===== config.mk =====
export PLATFORM = sky130hd
export DESIGN_NAME = virq_ctrl
export DESIGN_NICKNAME = d
export VERILOG_FILES = /design/src/shared/virq_pkg.sv /design/src/rtl/virq_slot.sv /design/src/rtl/virq_ctrl.sv
export SDC_FILE = /design/constraint.sdc
export NUM_CORES = 2
export LEC_CHECK = 0
export BUFFER_PORTS_ARGS = -buffer_cell sky130_fd_sc_hd__buf_2
export CORE_MARGIN = 4
export CORE_UTILIZATION = 43
export CTS_CLUSTER_DIAMETER = 150
export DETAILED_ROUTE_END_ITERATION = 10
export HOLD_SLACK_MARGIN = 0.06
export MAX_ROUTING_LAYER = met4
export SYNTH_ARGS = -nofsm -noshare
export SYNTH_HDL_FRONTEND = slang
export SYNTH_HIERARCHICAL = 1
export SYNTH_SLANG_ARGS = --single-unit
export TNS_END_PERCENT = 10

===== constraint.sdc =====
create_clock -name clk -period 7.49 [get_ports clk]
set_input_delay 1.1235 -clock clk [delete_from_list [all_inputs] [get_ports clk]]
set_output_delay 1.1235 -clock clk [all_outputs]
set_load 0.03 [all_outputs]

===== src/shared/virq_pkg.sv =====
// constants and types shared by the vectored interrupt controller
package virq_pkg;
   localparam int unsigned NUM_LINES     = 32;
   localparam int unsigned NUM_SLOTS     = 16;
   localparam logic [31:0] BASE_ADDR     = 32'hFFFFF000;
   localparam logic [31:0] BASE_MASK     = 32'hFFFFF000;
   // register offsets within the block
   localparam logic [11:0] OFF_NORM_STAT = 12'h000;
   localparam logic [11:0] OFF_FAST_STAT = 12'h004;
   localparam logic [11:0] OFF_RAW       = 12'h008;
   localparam logic [11:0] OFF_ROUTE     = 12'h00C;
   localparam logic [11:0] OFF_ENABLE    = 12'h010;
   localparam logic [11:0] OFF_EN_CLEAR  = 12'h014;
   localparam logic [11:0] OFF_SOFT      = 12'h018;
   localparam logic [11:0] OFF_SOFT_CLR  = 12'h01C;
   localparam logic [11:0] OFF_CUR_PTR   = 12'h030;
   localparam logic [11:0] OFF_FALLBACK  = 12'h034;
   localparam logic [11:0] OFF_SLOT_PTR  = 12'h100;
   localparam logic [11:0] OFF_SLOT_CTL  = 12'h200;
   // slot control layout: source index in [4:0], slot enable in bit 5
   localparam int unsigned CTL_SRC_LSB   = 0;
   localparam int unsigned CTL_EN_BIT    = 5;
   localparam logic [31:0] RST_WORD      = 32'h00000000;
   localparam logic [5:0]  RST_CTL       = 6'h00;
   // priority logic state
   typedef enum logic [1:0] {
      VIRQ_IDLE,
      VIRQ_LATCH,
      VIRQ_HELD
   } virq_state_t;
endpackage : virq_pkg


===== src/rtl/virq_slot.sv =====
// one vector slot: control word, handler pointer and request match
`timescale 1ns/1ps
`default_nettype none
module virq_slot #(
   parameter int unsigned LINES = 32
) (
   input  wire logic              clk,
   input  wire logic              reset,
   input  wire logic              ce,
   input  wire logic              wr_ptr,
   input  wire logic              wr_ctl,
   input  wire logic [31:0]       wdata,
   input  wire logic [LINES-1:0]  normal_req,
   output logic [31:0]            handler_ptr,
   output logic [5:0]             ctl,
   output logic                   hit
);
   initial begin
      if (LINES != 32) $error("slot source field serves exactly 32 lines");
   end

   // per-slot handler pointer and control hold across disable
   always_ff @(posedge clk or posedge reset) begin
      if (reset) begin
         handler_ptr <= virq_pkg::RST_WORD;
         ctl         <= virq_pkg::RST_CTL;
      end else if (ce) begin
         if (wr_ptr) handler_ptr <= wdata;
         if (wr_ctl) ctl <= wdata[5:0];
      end
   end

   // enabled slot claims its assigned normal-path source
   wire logic [4:0] src_idx = ctl[virq_pkg::CTL_SRC_LSB +: 5];
   assign hit = ctl[virq_pkg::CTL_EN_BIT] & normal_req[src_idx];
endmodule : virq_slot
`default_nettype wire


===== src/rtl/virq_ctrl.sv =====
// vectored interrupt controller with classic wishbone register slave
`timescale 1ns/1ps
`default_nettype none
// Function
// - soft trigger bit equals high source level
// - all sources are active-high levels
// - raw status visible, then enable-masked
// - disabled lines stay pending, fire when enabled
// - route select steers fast or normal
// - fast path drives fast output directly
// - normal requests match to assigned slot
// - unassigned normal requests use fallback
// - slot pointer loaded, normal output raised
// - fallback pointer shared by unassigned lines
// - acknowledge write releases, re-asserts if pending
// - lines resampled after acknowledge
// - zero wait, write takes two clocks
// - block decodes at fixed base address
// - slot 0 highest, fallback lowest priority
// - route bit 0 normal, 1 fast
// - enable write 1 sets, 0 ignored
module virq_ctrl #(
   parameter int unsigned LINES = 32,
   parameter int unsigned SLOTS = 16
) (
   input  wire logic              clk,
   input  wire logic              reset,
   input  wire logic              ce,
   input  wire logic [LINES-1:0]  src_level,
   input  wire logic              wb_cyc_i,
   input  wire logic              wb_stb_i,
   input  wire logic              wb_we_i,
   input  wire logic [31:0]       wb_adr_i,
   input  wire logic [3:0]        wb_sel_i,
   input  wire logic [31:0]       wb_dat_i,
   output logic [31:0]            wb_dat_o,
   output logic                   wb_ack_o,
   output logic                   wb_err_o,
   output logic                   normal_irq,
   output logic                   fast_request
);
   initial begin
      if (LINES != virq_pkg::NUM_LINES) $error("LINES must be 32");
      if (SLOTS < 1 || SLOTS > virq_pkg::NUM_SLOTS) $error("SLOTS must be 1..16");
   end

   logic [31:0] soft_trigger_reg;
   logic [31:0] line_enable_mask;
   logic [31:0] fast_route_select;
   logic [31:0] fallback_handler_pointer;
   logic [31:0] current_handler_pointer;
   logic [31:0] raw_pending_status;
   virq_pkg::virq_state_t state;
   // write stage: command latched with the request, applied at the ack edge
   logic        wr_pend;
   logic [11:0] wr_off;
   logic [31:0] wr_data;

   // register map, byte offsets from the block base:
   //   000 normal masked status, read only
   //   004 fast masked status, read only
   //   008 raw levels, source or soft bit
   //   00C route select, a one picks the fast path
   //   010 enable, ones set, reads back the mask
   //   014 enable clear, ones clear
   //   018 soft trigger, ones set
   //   01C soft trigger clear, ones clear
   //   020, 300 to 310 reserved
   //   030 current pointer; any full-word write acknowledges
   //   034 fallback pointer
   //   100 + 4n slot n handler pointer
   //   200 + 4n slot n control: source [4:0], enable [5]
   // anything unmapped, reserved holes too, answers err
   // partial writes are acknowledged but ignored, so software
   // never leaves half a pointer behind
   // bus decode
   wire logic        in_block = (wb_adr_i & virq_pkg::BASE_MASK) == virq_pkg::BASE_ADDR;
   wire logic [11:0] off      = wb_adr_i[11:0];
   wire logic        req      = wb_cyc_i & wb_stb_i & ~wb_ack_o & ~wb_err_o;
   wire logic        is_slot_ptr = off[11:6] == virq_pkg::OFF_SLOT_PTR[11:6];
   wire logic        is_slot_ctl = off[11:6] == virq_pkg::OFF_SLOT_CTL[11:6];
   // one hit per fixed register; holes between them stay unmapped
   wire logic        hit_norm     = off == virq_pkg::OFF_NORM_STAT;
   wire logic        hit_fast     = off == virq_pkg::OFF_FAST_STAT;
   wire logic        hit_raw      = off == virq_pkg::OFF_RAW;
   wire logic        hit_route    = off == virq_pkg::OFF_ROUTE;
   wire logic        hit_enable   = off == virq_pkg::OFF_ENABLE;
   wire logic        hit_en_clr   = off == virq_pkg::OFF_EN_CLEAR;
   wire logic        hit_soft     = off == virq_pkg::OFF_SOFT;
   wire logic        hit_soft_clr = off == virq_pkg::OFF_SOFT_CLR;
   wire logic        hit_cur      = off == virq_pkg::OFF_CUR_PTR;
   wire logic        hit_fall     = off == virq_pkg::OFF_FALLBACK;
   wire logic        is_fixed     = hit_norm | hit_fast | hit_raw | hit_route | hit_enable
                                  | hit_en_clr | hit_soft | hit_soft_clr | hit_cur | hit_fall;
   wire logic        slot_ok   = (is_slot_ptr | is_slot_ctl) & ({2'b00, off[5:2]} < SLOTS[5:0])
                                & (off[1:0] == 2'b00);
   wire logic        mapped    = in_block & (is_fixed | slot_ok);
   wire logic        full_word = wb_sel_i == 4'hF;

   // write decode from the delayed write stage
   // the stage holds one word; each write gets its own applying edge
   wire logic w_route   = wr_pend & (wr_off == virq_pkg::OFF_ROUTE);
   wire logic w_enable  = wr_pend & (wr_off == virq_pkg::OFF_ENABLE);
   wire logic w_en_clr  = wr_pend & (wr_off == virq_pkg::OFF_EN_CLEAR);
   wire logic w_soft    = wr_pend & (wr_off == virq_pkg::OFF_SOFT);
   wire logic w_soft_cl = wr_pend & (wr_off == virq_pkg::OFF_SOFT_CLR);
   wire logic w_ack     = wr_pend & (wr_off == virq_pkg::OFF_CUR_PTR);
   wire logic w_fall    = wr_pend & (wr_off == virq_pkg::OFF_FALLBACK);
   wire logic [3:0] w_idx = wr_off[5:2];

   // datapath from pins to the two outputs:
   //   raw = source level or soft bit
   //   enabled = raw and mask; masked lines keep their raw level
   //   fast status = enabled and route; straight to the output flop
   //   normal status = enabled and not route; to slots and fallback
   // request datapath
   assign raw_pending_status = src_level | soft_trigger_reg;
   wire logic [31:0] enabled_req = raw_pending_status & line_enable_mask;
   wire logic [31:0] fast_status = enabled_req & fast_route_select;
   wire logic [31:0] norm_status = enabled_req & ~fast_route_select;

   // vector slots
   logic [31:0] slot_ptr [SLOTS];
   logic [5:0]  slot_ctl [SLOTS];
   logic [SLOTS-1:0] slot_hit;
   logic [31:0] claimed;
   genvar g;
   generate
      for (g = 0; g < SLOTS; g++) begin : g_slot
         // strobes for this slot from the delayed write stage
         wire logic sel_here = wr_pend & (w_idx == 4'(g));
         wire logic sel_ptr  = sel_here & (wr_off[11:6] == virq_pkg::OFF_SLOT_PTR[11:6]);
         wire logic sel_ctl  = sel_here & (wr_off[11:6] == virq_pkg::OFF_SLOT_CTL[11:6]);
         virq_slot #(.LINES(LINES)) u_slot (
            .clk         (clk),
            .reset       (reset),
            .ce          (ce),
            .wr_ptr      (sel_ptr),
            .wr_ctl      (sel_ctl),
            .wdata       (wr_data),
            .normal_req  (norm_status),
            .handler_ptr (slot_ptr[g]),
            .ctl         (slot_ctl[g]),
            .hit         (slot_hit[g])
         );
      end
   endgenerate

   // lines owned by an enabled slot are not default-vectored
   // a slot with its enable clear claims nothing, its line falls back
   always_comb begin
      claimed = '0;
      for (int i = 0; i < SLOTS; i++) begin
         if (slot_ctl[i][virq_pkg::CTL_EN_BIT]) begin
            claimed[slot_ctl[i][4:0]] = 1'b1;
         end
      end
   end
   wire logic default_req = |(norm_status & ~claimed);

   // fixed priority: lowest slot index wins, fallback last
   // loop runs from the top slot down, so the last hit kept is the lowest;
   // a line claimed by two slots vectors through the lower one
   logic        any_hit;
   logic [31:0] win_ptr;
   always_comb begin
      any_hit = 1'b0;
      win_ptr = fallback_handler_pointer;
      for (int i = SLOTS - 1; i >= 0; i--) begin
         if (slot_hit[i]) begin
            any_hit = 1'b1;
            win_ptr = slot_ptr[i];
         end
      end
   end
   wire logic any_norm = any_hit | default_req;

   // read mux on the live state; a write lands before the next read is taken, so that read sees the new value
   // status words are combinational, so they track source levels every cycle
   logic [31:0] rd_val;
   always_comb begin
      rd_val = '0;
      if (is_slot_ptr & slot_ok) rd_val = slot_ptr[off[5:2]];
      else if (is_slot_ctl & slot_ok) rd_val = {26'h0, slot_ctl[off[5:2]]};
      else begin
         case (off)
            virq_pkg::OFF_NORM_STAT: rd_val = norm_status;
            virq_pkg::OFF_FAST_STAT: rd_val = fast_status;
            virq_pkg::OFF_RAW:       rd_val = raw_pending_status;
            virq_pkg::OFF_ROUTE:     rd_val = fast_route_select;
            virq_pkg::OFF_ENABLE:    rd_val = line_enable_mask;
            virq_pkg::OFF_SOFT:      rd_val = soft_trigger_reg;
            virq_pkg::OFF_CUR_PTR:   rd_val = current_handler_pointer;
            virq_pkg::OFF_FALLBACK:  rd_val = fallback_handler_pointer;
            default:                 rd_val = '0;
         endcase
      end
   end

   // answer values; one request gives exactly one ack or err
   wire logic        next_ack   = req & mapped;
   wire logic        next_err   = req & ~mapped;
   wire logic [31:0] next_rdata = (next_ack & ~wb_we_i) ? rd_val : virq_pkg::RST_WORD;
   wire logic        next_wr    = next_ack & wb_we_i & full_word;

   // wishbone answer: one cycle after the request, no stall
   // edge 1 takes the request, edge 2 shows ack and read data;
   // a write lands at edge 2, so a read taken later sees it
   // ack masks req, so a strobe held over the ack edge is not taken twice
   always_ff @(posedge clk or posedge reset) begin
      if (reset) begin
         wb_ack_o <= 1'b0;
         wb_err_o <= 1'b0;
         wb_dat_o <= virq_pkg::RST_WORD;
      end else if (ce) begin
         wb_ack_o <= next_ack;
         wb_err_o <= next_err; // reserved or foreign offsets
         wb_dat_o <= next_rdata;
      end
   end

   // write stage: taken with the request, state changes at the ack edge
   // one stage suffices: a classic master idles between requests
   always_ff @(posedge clk or posedge reset) begin
      if (reset) begin
         wr_pend <= 1'b0;
         wr_off  <= 12'h000;
         wr_data <= virq_pkg::RST_WORD;
      end else if (ce) begin
         wr_pend <= next_wr;
         wr_off  <= off;
         wr_data <= wb_dat_i;
      end
   end

   // next configuration values; set and clear offsets never meet in one cycle
   wire logic [31:0] next_enable   = w_enable ? (line_enable_mask | wr_data)
                                   : w_en_clr ? (line_enable_mask & ~wr_data)
                                   : line_enable_mask;
   wire logic [31:0] next_route    = w_route ? wr_data : fast_route_select;
   wire logic [31:0] next_soft     = w_soft ? (soft_trigger_reg | wr_data)
                                   : w_soft_cl ? (soft_trigger_reg & ~wr_data)
                                   : soft_trigger_reg;
   wire logic [31:0] next_fallback = w_fall ? wr_data : fallback_handler_pointer;

   // enable mask; a disabled line is never cleared, it just waits
   always_ff @(posedge clk or posedge reset) begin
      if (reset) begin
         line_enable_mask <= virq_pkg::RST_WORD;
      end else if (ce) begin
         line_enable_mask <= next_enable;
      end
   end

   // route select, written as a whole word
   always_ff @(posedge clk or posedge reset) begin
      if (reset) begin
         fast_route_select <= virq_pkg::RST_WORD;
      end else if (ce) begin
         fast_route_select <= next_route;
      end
   end

   // soft trigger; stays set until software clears it
   always_ff @(posedge clk or posedge reset) begin
      if (reset) begin
         soft_trigger_reg <= virq_pkg::RST_WORD;
      end else if (ce) begin
         soft_trigger_reg <= next_soft;
      end
   end

   // fallback pointer, one for all unassigned lines
   always_ff @(posedge clk or posedge reset) begin
      if (reset) begin
         fallback_handler_pointer <= virq_pkg::RST_WORD;
      end else if (ce) begin
         fallback_handler_pointer <= next_fallback;
      end
   end

   // priority logic next state: latch winner pointer, hold until acknowledge write
   virq_pkg::virq_state_t next_state;
   logic [31:0]           next_cur_ptr;
   logic                  next_normal_irq;
   always_comb begin
      next_state      = state;
      next_cur_ptr    = current_handler_pointer;
      next_normal_irq = normal_irq;
      case (state)
         virq_pkg::VIRQ_IDLE: begin
            // first request latches its pointer at once
            if (any_norm) begin
               next_cur_ptr    = win_ptr;
               next_normal_irq = 1'b1;
               next_state      = virq_pkg::VIRQ_HELD;
            end
         end
         virq_pkg::VIRQ_HELD: begin
            // source may drop before ack; the line follows it, pointer stays
            next_normal_irq = any_norm;
            if (w_ack) begin
               next_normal_irq = 1'b0;
               next_state      = virq_pkg::VIRQ_LATCH;
            end
         end
         virq_pkg::VIRQ_LATCH: begin
            // resample lines after release; pending ones re-assert at once
            next_state = virq_pkg::VIRQ_IDLE;
            if (any_norm) begin
               next_cur_ptr    = win_ptr;
               next_normal_irq = 1'b1;
               next_state      = virq_pkg::VIRQ_HELD;
            end
         end
         default: begin
            next_state      = virq_pkg::VIRQ_IDLE;
            next_normal_irq = 1'b0;
         end
      endcase
   end

   // registered outputs; the fast path skips arbitration entirely
   always_ff @(posedge clk or posedge reset) begin
      if (reset) begin
         state                   <= virq_pkg::VIRQ_IDLE;
         current_handler_pointer <= virq_pkg::RST_WORD;
         normal_irq              <= 1'b0;
         fast_request            <= 1'b0;
      end else if (ce) begin
         state                   <= next_state;
         current_handler_pointer <= next_cur_ptr;
         normal_irq              <= next_normal_irq;
         fast_request            <= |fast_status;
      end
   end
endmodule : virq_ctrl
`default_nettype wire


==> results.toml <==
[critical_path]
slowest_delay_ps = 1050
cp-start-kind = "input pin"
slowest_stage = "nand2_1"
cp.arrival_ps = 6540
end_kind = "register"
crit_fanout = 37
cp_cell_sequence = "buf_2 > o21ai_0 > nor2_1 > buf_4 > mux4_2 > mux2_2 > o31ai_2 > a311oi_4 > buf_4 > nor2_1 > nand2_1 > a221oi_1 > o21ai_0 > nand4_1 > o211ai_1 > mux2_4"
cp_top_family = "simple AND/OR/NAND/NOR gates"
timing.rr.end = "current_handler_pointer[13]"
rr_worst_depth = 15
critical_path_class = "in2reg"
critPathBufInv = 3
r2r_slack_ps = 1530
crit_required_ps = 8080

[logic_synthesis]
synth-edff-count = 0
ys_warn_count = 6
syn_nets = 4847
synth.top_cell.area_share_pct = 39.6
netlist_area_um2 = 53700
avgSynthCellArea_um2 = 11.3
yosysSeqAreaShare_pct = 39.6
ys.flop_type = "dfrtp_1"
synth_area_leaders = "dfrtp_1 40%, mux2_2 13%, mux4_2 13%"
yosysTopAreaCell = "dfrtp_1"
synth_cells = 4741
synth_most_common_cell = "dfrtp_1"
synthArstFlopShare_pct = 100
synth_top_cells_by_count = "851 x dfrtp_1, 623 x mux2_2, 322 x nand2_1, 301 x mux4_2, 265 x nor2_1"
synth_seq_cells = 851
synth_cell_types = 92

[placed_design]
hpwl_mm = 182
dpl.cell_count = 6351
port_buffers = 141
place_congestion = 1.06

[sta]
worst_pin_slew_ps = 1460
finalHoldViolCount = 0
clock-skew-final_ps = 58.7
fin_setup_tns_ps = 0
setup_viol = 0
rsz0062_at_grt = "false"
post-route-period-util_pct = 79.5
slew_headroom_pct = 1.38
min_period_ps = 5960
hold_ws_ps = 485
fmax_mhz = 168
drv_slew = 0

[drt]
vias = 47200
wl_mm = 272
drc = 0
first_iter_violations = 7041
ant_nets = 0
firstDrtPassIters = 8
via_per_inst = 7.23
post_drt_wl_per_cell_um = 41.6

[worst_hold_path]
min_path_cells = 1
holdPathEnd = "state[0]"
hold_start = "state[0]"
hp-class = "reg2reg"

[pwr]
p_per_area_nw_per_um2 = 169
vdd_ir_drop_max_uv = 205
power.leakage_nw = 25.3

[global_routing]
overflow = 0
grt_max_degree = 111
antenna_found_initial = 18
grt_pass1_vias = 45800
grt_pass1_wl_mm = 378
track_usage_pct = 42.3

[clocking]
cts_hold_buf = 0
cts_resized = 0
clockRootBuffer = "clkbuf_16"
insertion_delay_ps = 740
path_clk_slew_ps = 60
htree_levels = 3
post-cts-setup-buffers = 0
numCtsBuffers = 95
cts_tree = "built"
cts_sinks = 851
cts.path.max_buffers = 3

[finish]
area_growth_pct = 11.4
multi_input_area_um2 = 30600
regArea_um2 = 21300
final_nets = 4917
nFillCells = 11400
final_cell_count_no_fill = 6535
drive_above_1_share_pct = 31.8

[floorplanning]
die_x_um = 362
core_um2 = 124000
placementRows = 129
die_h_um = 362
start_util_pct = 43.4
die_area_um2 = 131000
io_pins = 142

[status]
violations = "max-capacitance violations"
status = "finished with violations"

[job]
drv_cap = 1
how the worst max path moves through the flow:
stage / start / endpoint / slack [ps] / cells past startpoint
after global placement: src_level[2] / current_handler_pointer[28] / 1330 / 16
after detailed placement: src_level[2] / current_handler_pointer[28] / 1090 / 16
final: src_level[2] / current_handler_pointer[13] / 1530 / 16
after floorplan: src_level[28] / current_handler_pointer[15] / 2700 / 17
after global routing: register / current_handler_pointer[20] / 1410 / 15
after CTS: register / current_handler_pointer[13] / 1810 / 15
area by class of cell:
cell class,instances,area share [%]
multi-input combinational,3392,51.0
antenna,14,0.0585
clock inverter,32,0.771
inverter,142,0.899
tap,1637,3.42
clock buffer,138,4.61
sequential,851,35.6
timing repair buffer,329,3.65
routing by layer:
| layer | vias to the layer above | global-route usage [%] | part of all wire (%) |
|---|---|---|---|
| met3 | 1031 | 11.5 | 11 |
| li1 | 18400 | - | - |
| met4 | 0 | 29.9 | 9.2 |
| met5 | - | - | 0 |
| met1 | 24300 | 51.0 | 36 |
| met2 | 3498 | 61.5 | 44 |
sequential cells by signal, summed over array words and instances, names as in the netlist, 2 cells and up, named ones only:
| register | flops |
|---|---|
| fallback_handler_pointer | 32 |
| fast_route_select | 32 |
| g_slot.u_slot/handler_ptr | 512 |
| wr_data | 32 |
| current_handler_pointer | 32 |
| state | 2 |
| g_slot.u_slot/ctl | 96 |
| wr_off | 12 |
| wb_dat_o | 32 |
through the flow:
stage	util, %	area, um2	power, mW	worst slack (ps)
3_5_place_dp	45.7	56600	5.32	1090
5_1_grt	48.3	59900	10.4	1410
3_3_place_gp	45.7	56600	5.31	1330
2_1_floorplan	-	53800	5.01	2700
6_report	48.3	59900	10.1	1530
4_1_cts	48.3	59800	10.1	1810
placed cells by master (no fill, tap or decap), types with 18 or more instances in the layout:
| master | count |
|---|---|
| dfrtp_1 | 851 |
| mux2_2 | 623 |
| nand2_1 | 306 |
| mux4_2 | 301 |
| nor2_1 | 263 |
| o22ai_1 | 255 |
| o21ai_0 | 248 |
| a21oi_1 | 248 |
| mux2_1 | 209 |
| buf_4 | 187 |
| buf_2 | 136 |
| mux2i_1 | 135 |
| inv_1 | 125 |
| clkbuf_16 | 96 |
| nand2b_1 | 70 |
| nand4b_1 | 55 |
| o211ai_1 | 53 |
| nand4_1 | 45 |
| or4bb_1 | 41 |
| a221oi_1 | 35 |
| nor2b_1 | 32 |
| nor3_1 | 30 |
| nor4_1 | 29 |
| mux2_4 | 29 |
| a22oi_1 | 25 |
| nand3_1 | 23 |
| clkbuf_1 | 22 |
| o2111ai_1 | 21 |
| and3_1 | 21 |
| clkbuf_8 | 21 |
| a31oi_1 | 19 |
| or2_2 | 18 |
power by group:
| part | leakage [nW] | internal, mW | total, mW | switching, mW |
|---|---|---|---|---|
| registers | 11.8 | 4.62 | 4.77 | 0.147 |
| clock network | 1.57 | 2.78 | 4.86 | 2.07 |
| logic | 12.0 | 0.125 | 0.472 | 0.348 |
| total | 25.3 | 7.53 | 10.1 | 2.57 |
logic make-up (layout without fill, tap and decap cells):
family / after synthesis / after routing / share of synthesized area (%)
AO/OA/AOI/OAI: 1052 / 1052 / 12.4
buffers and inverters: 498 / 641 / 4.23
flip-flops: 851 / 851 / 39.6
AND/OR/NAND/NOR: 1042 / 1042 / 10.3
multiplexers: 1298 / 1298 / 33.4
other: 0 / 14 / 0
Power figures use the tool's default switching activity.
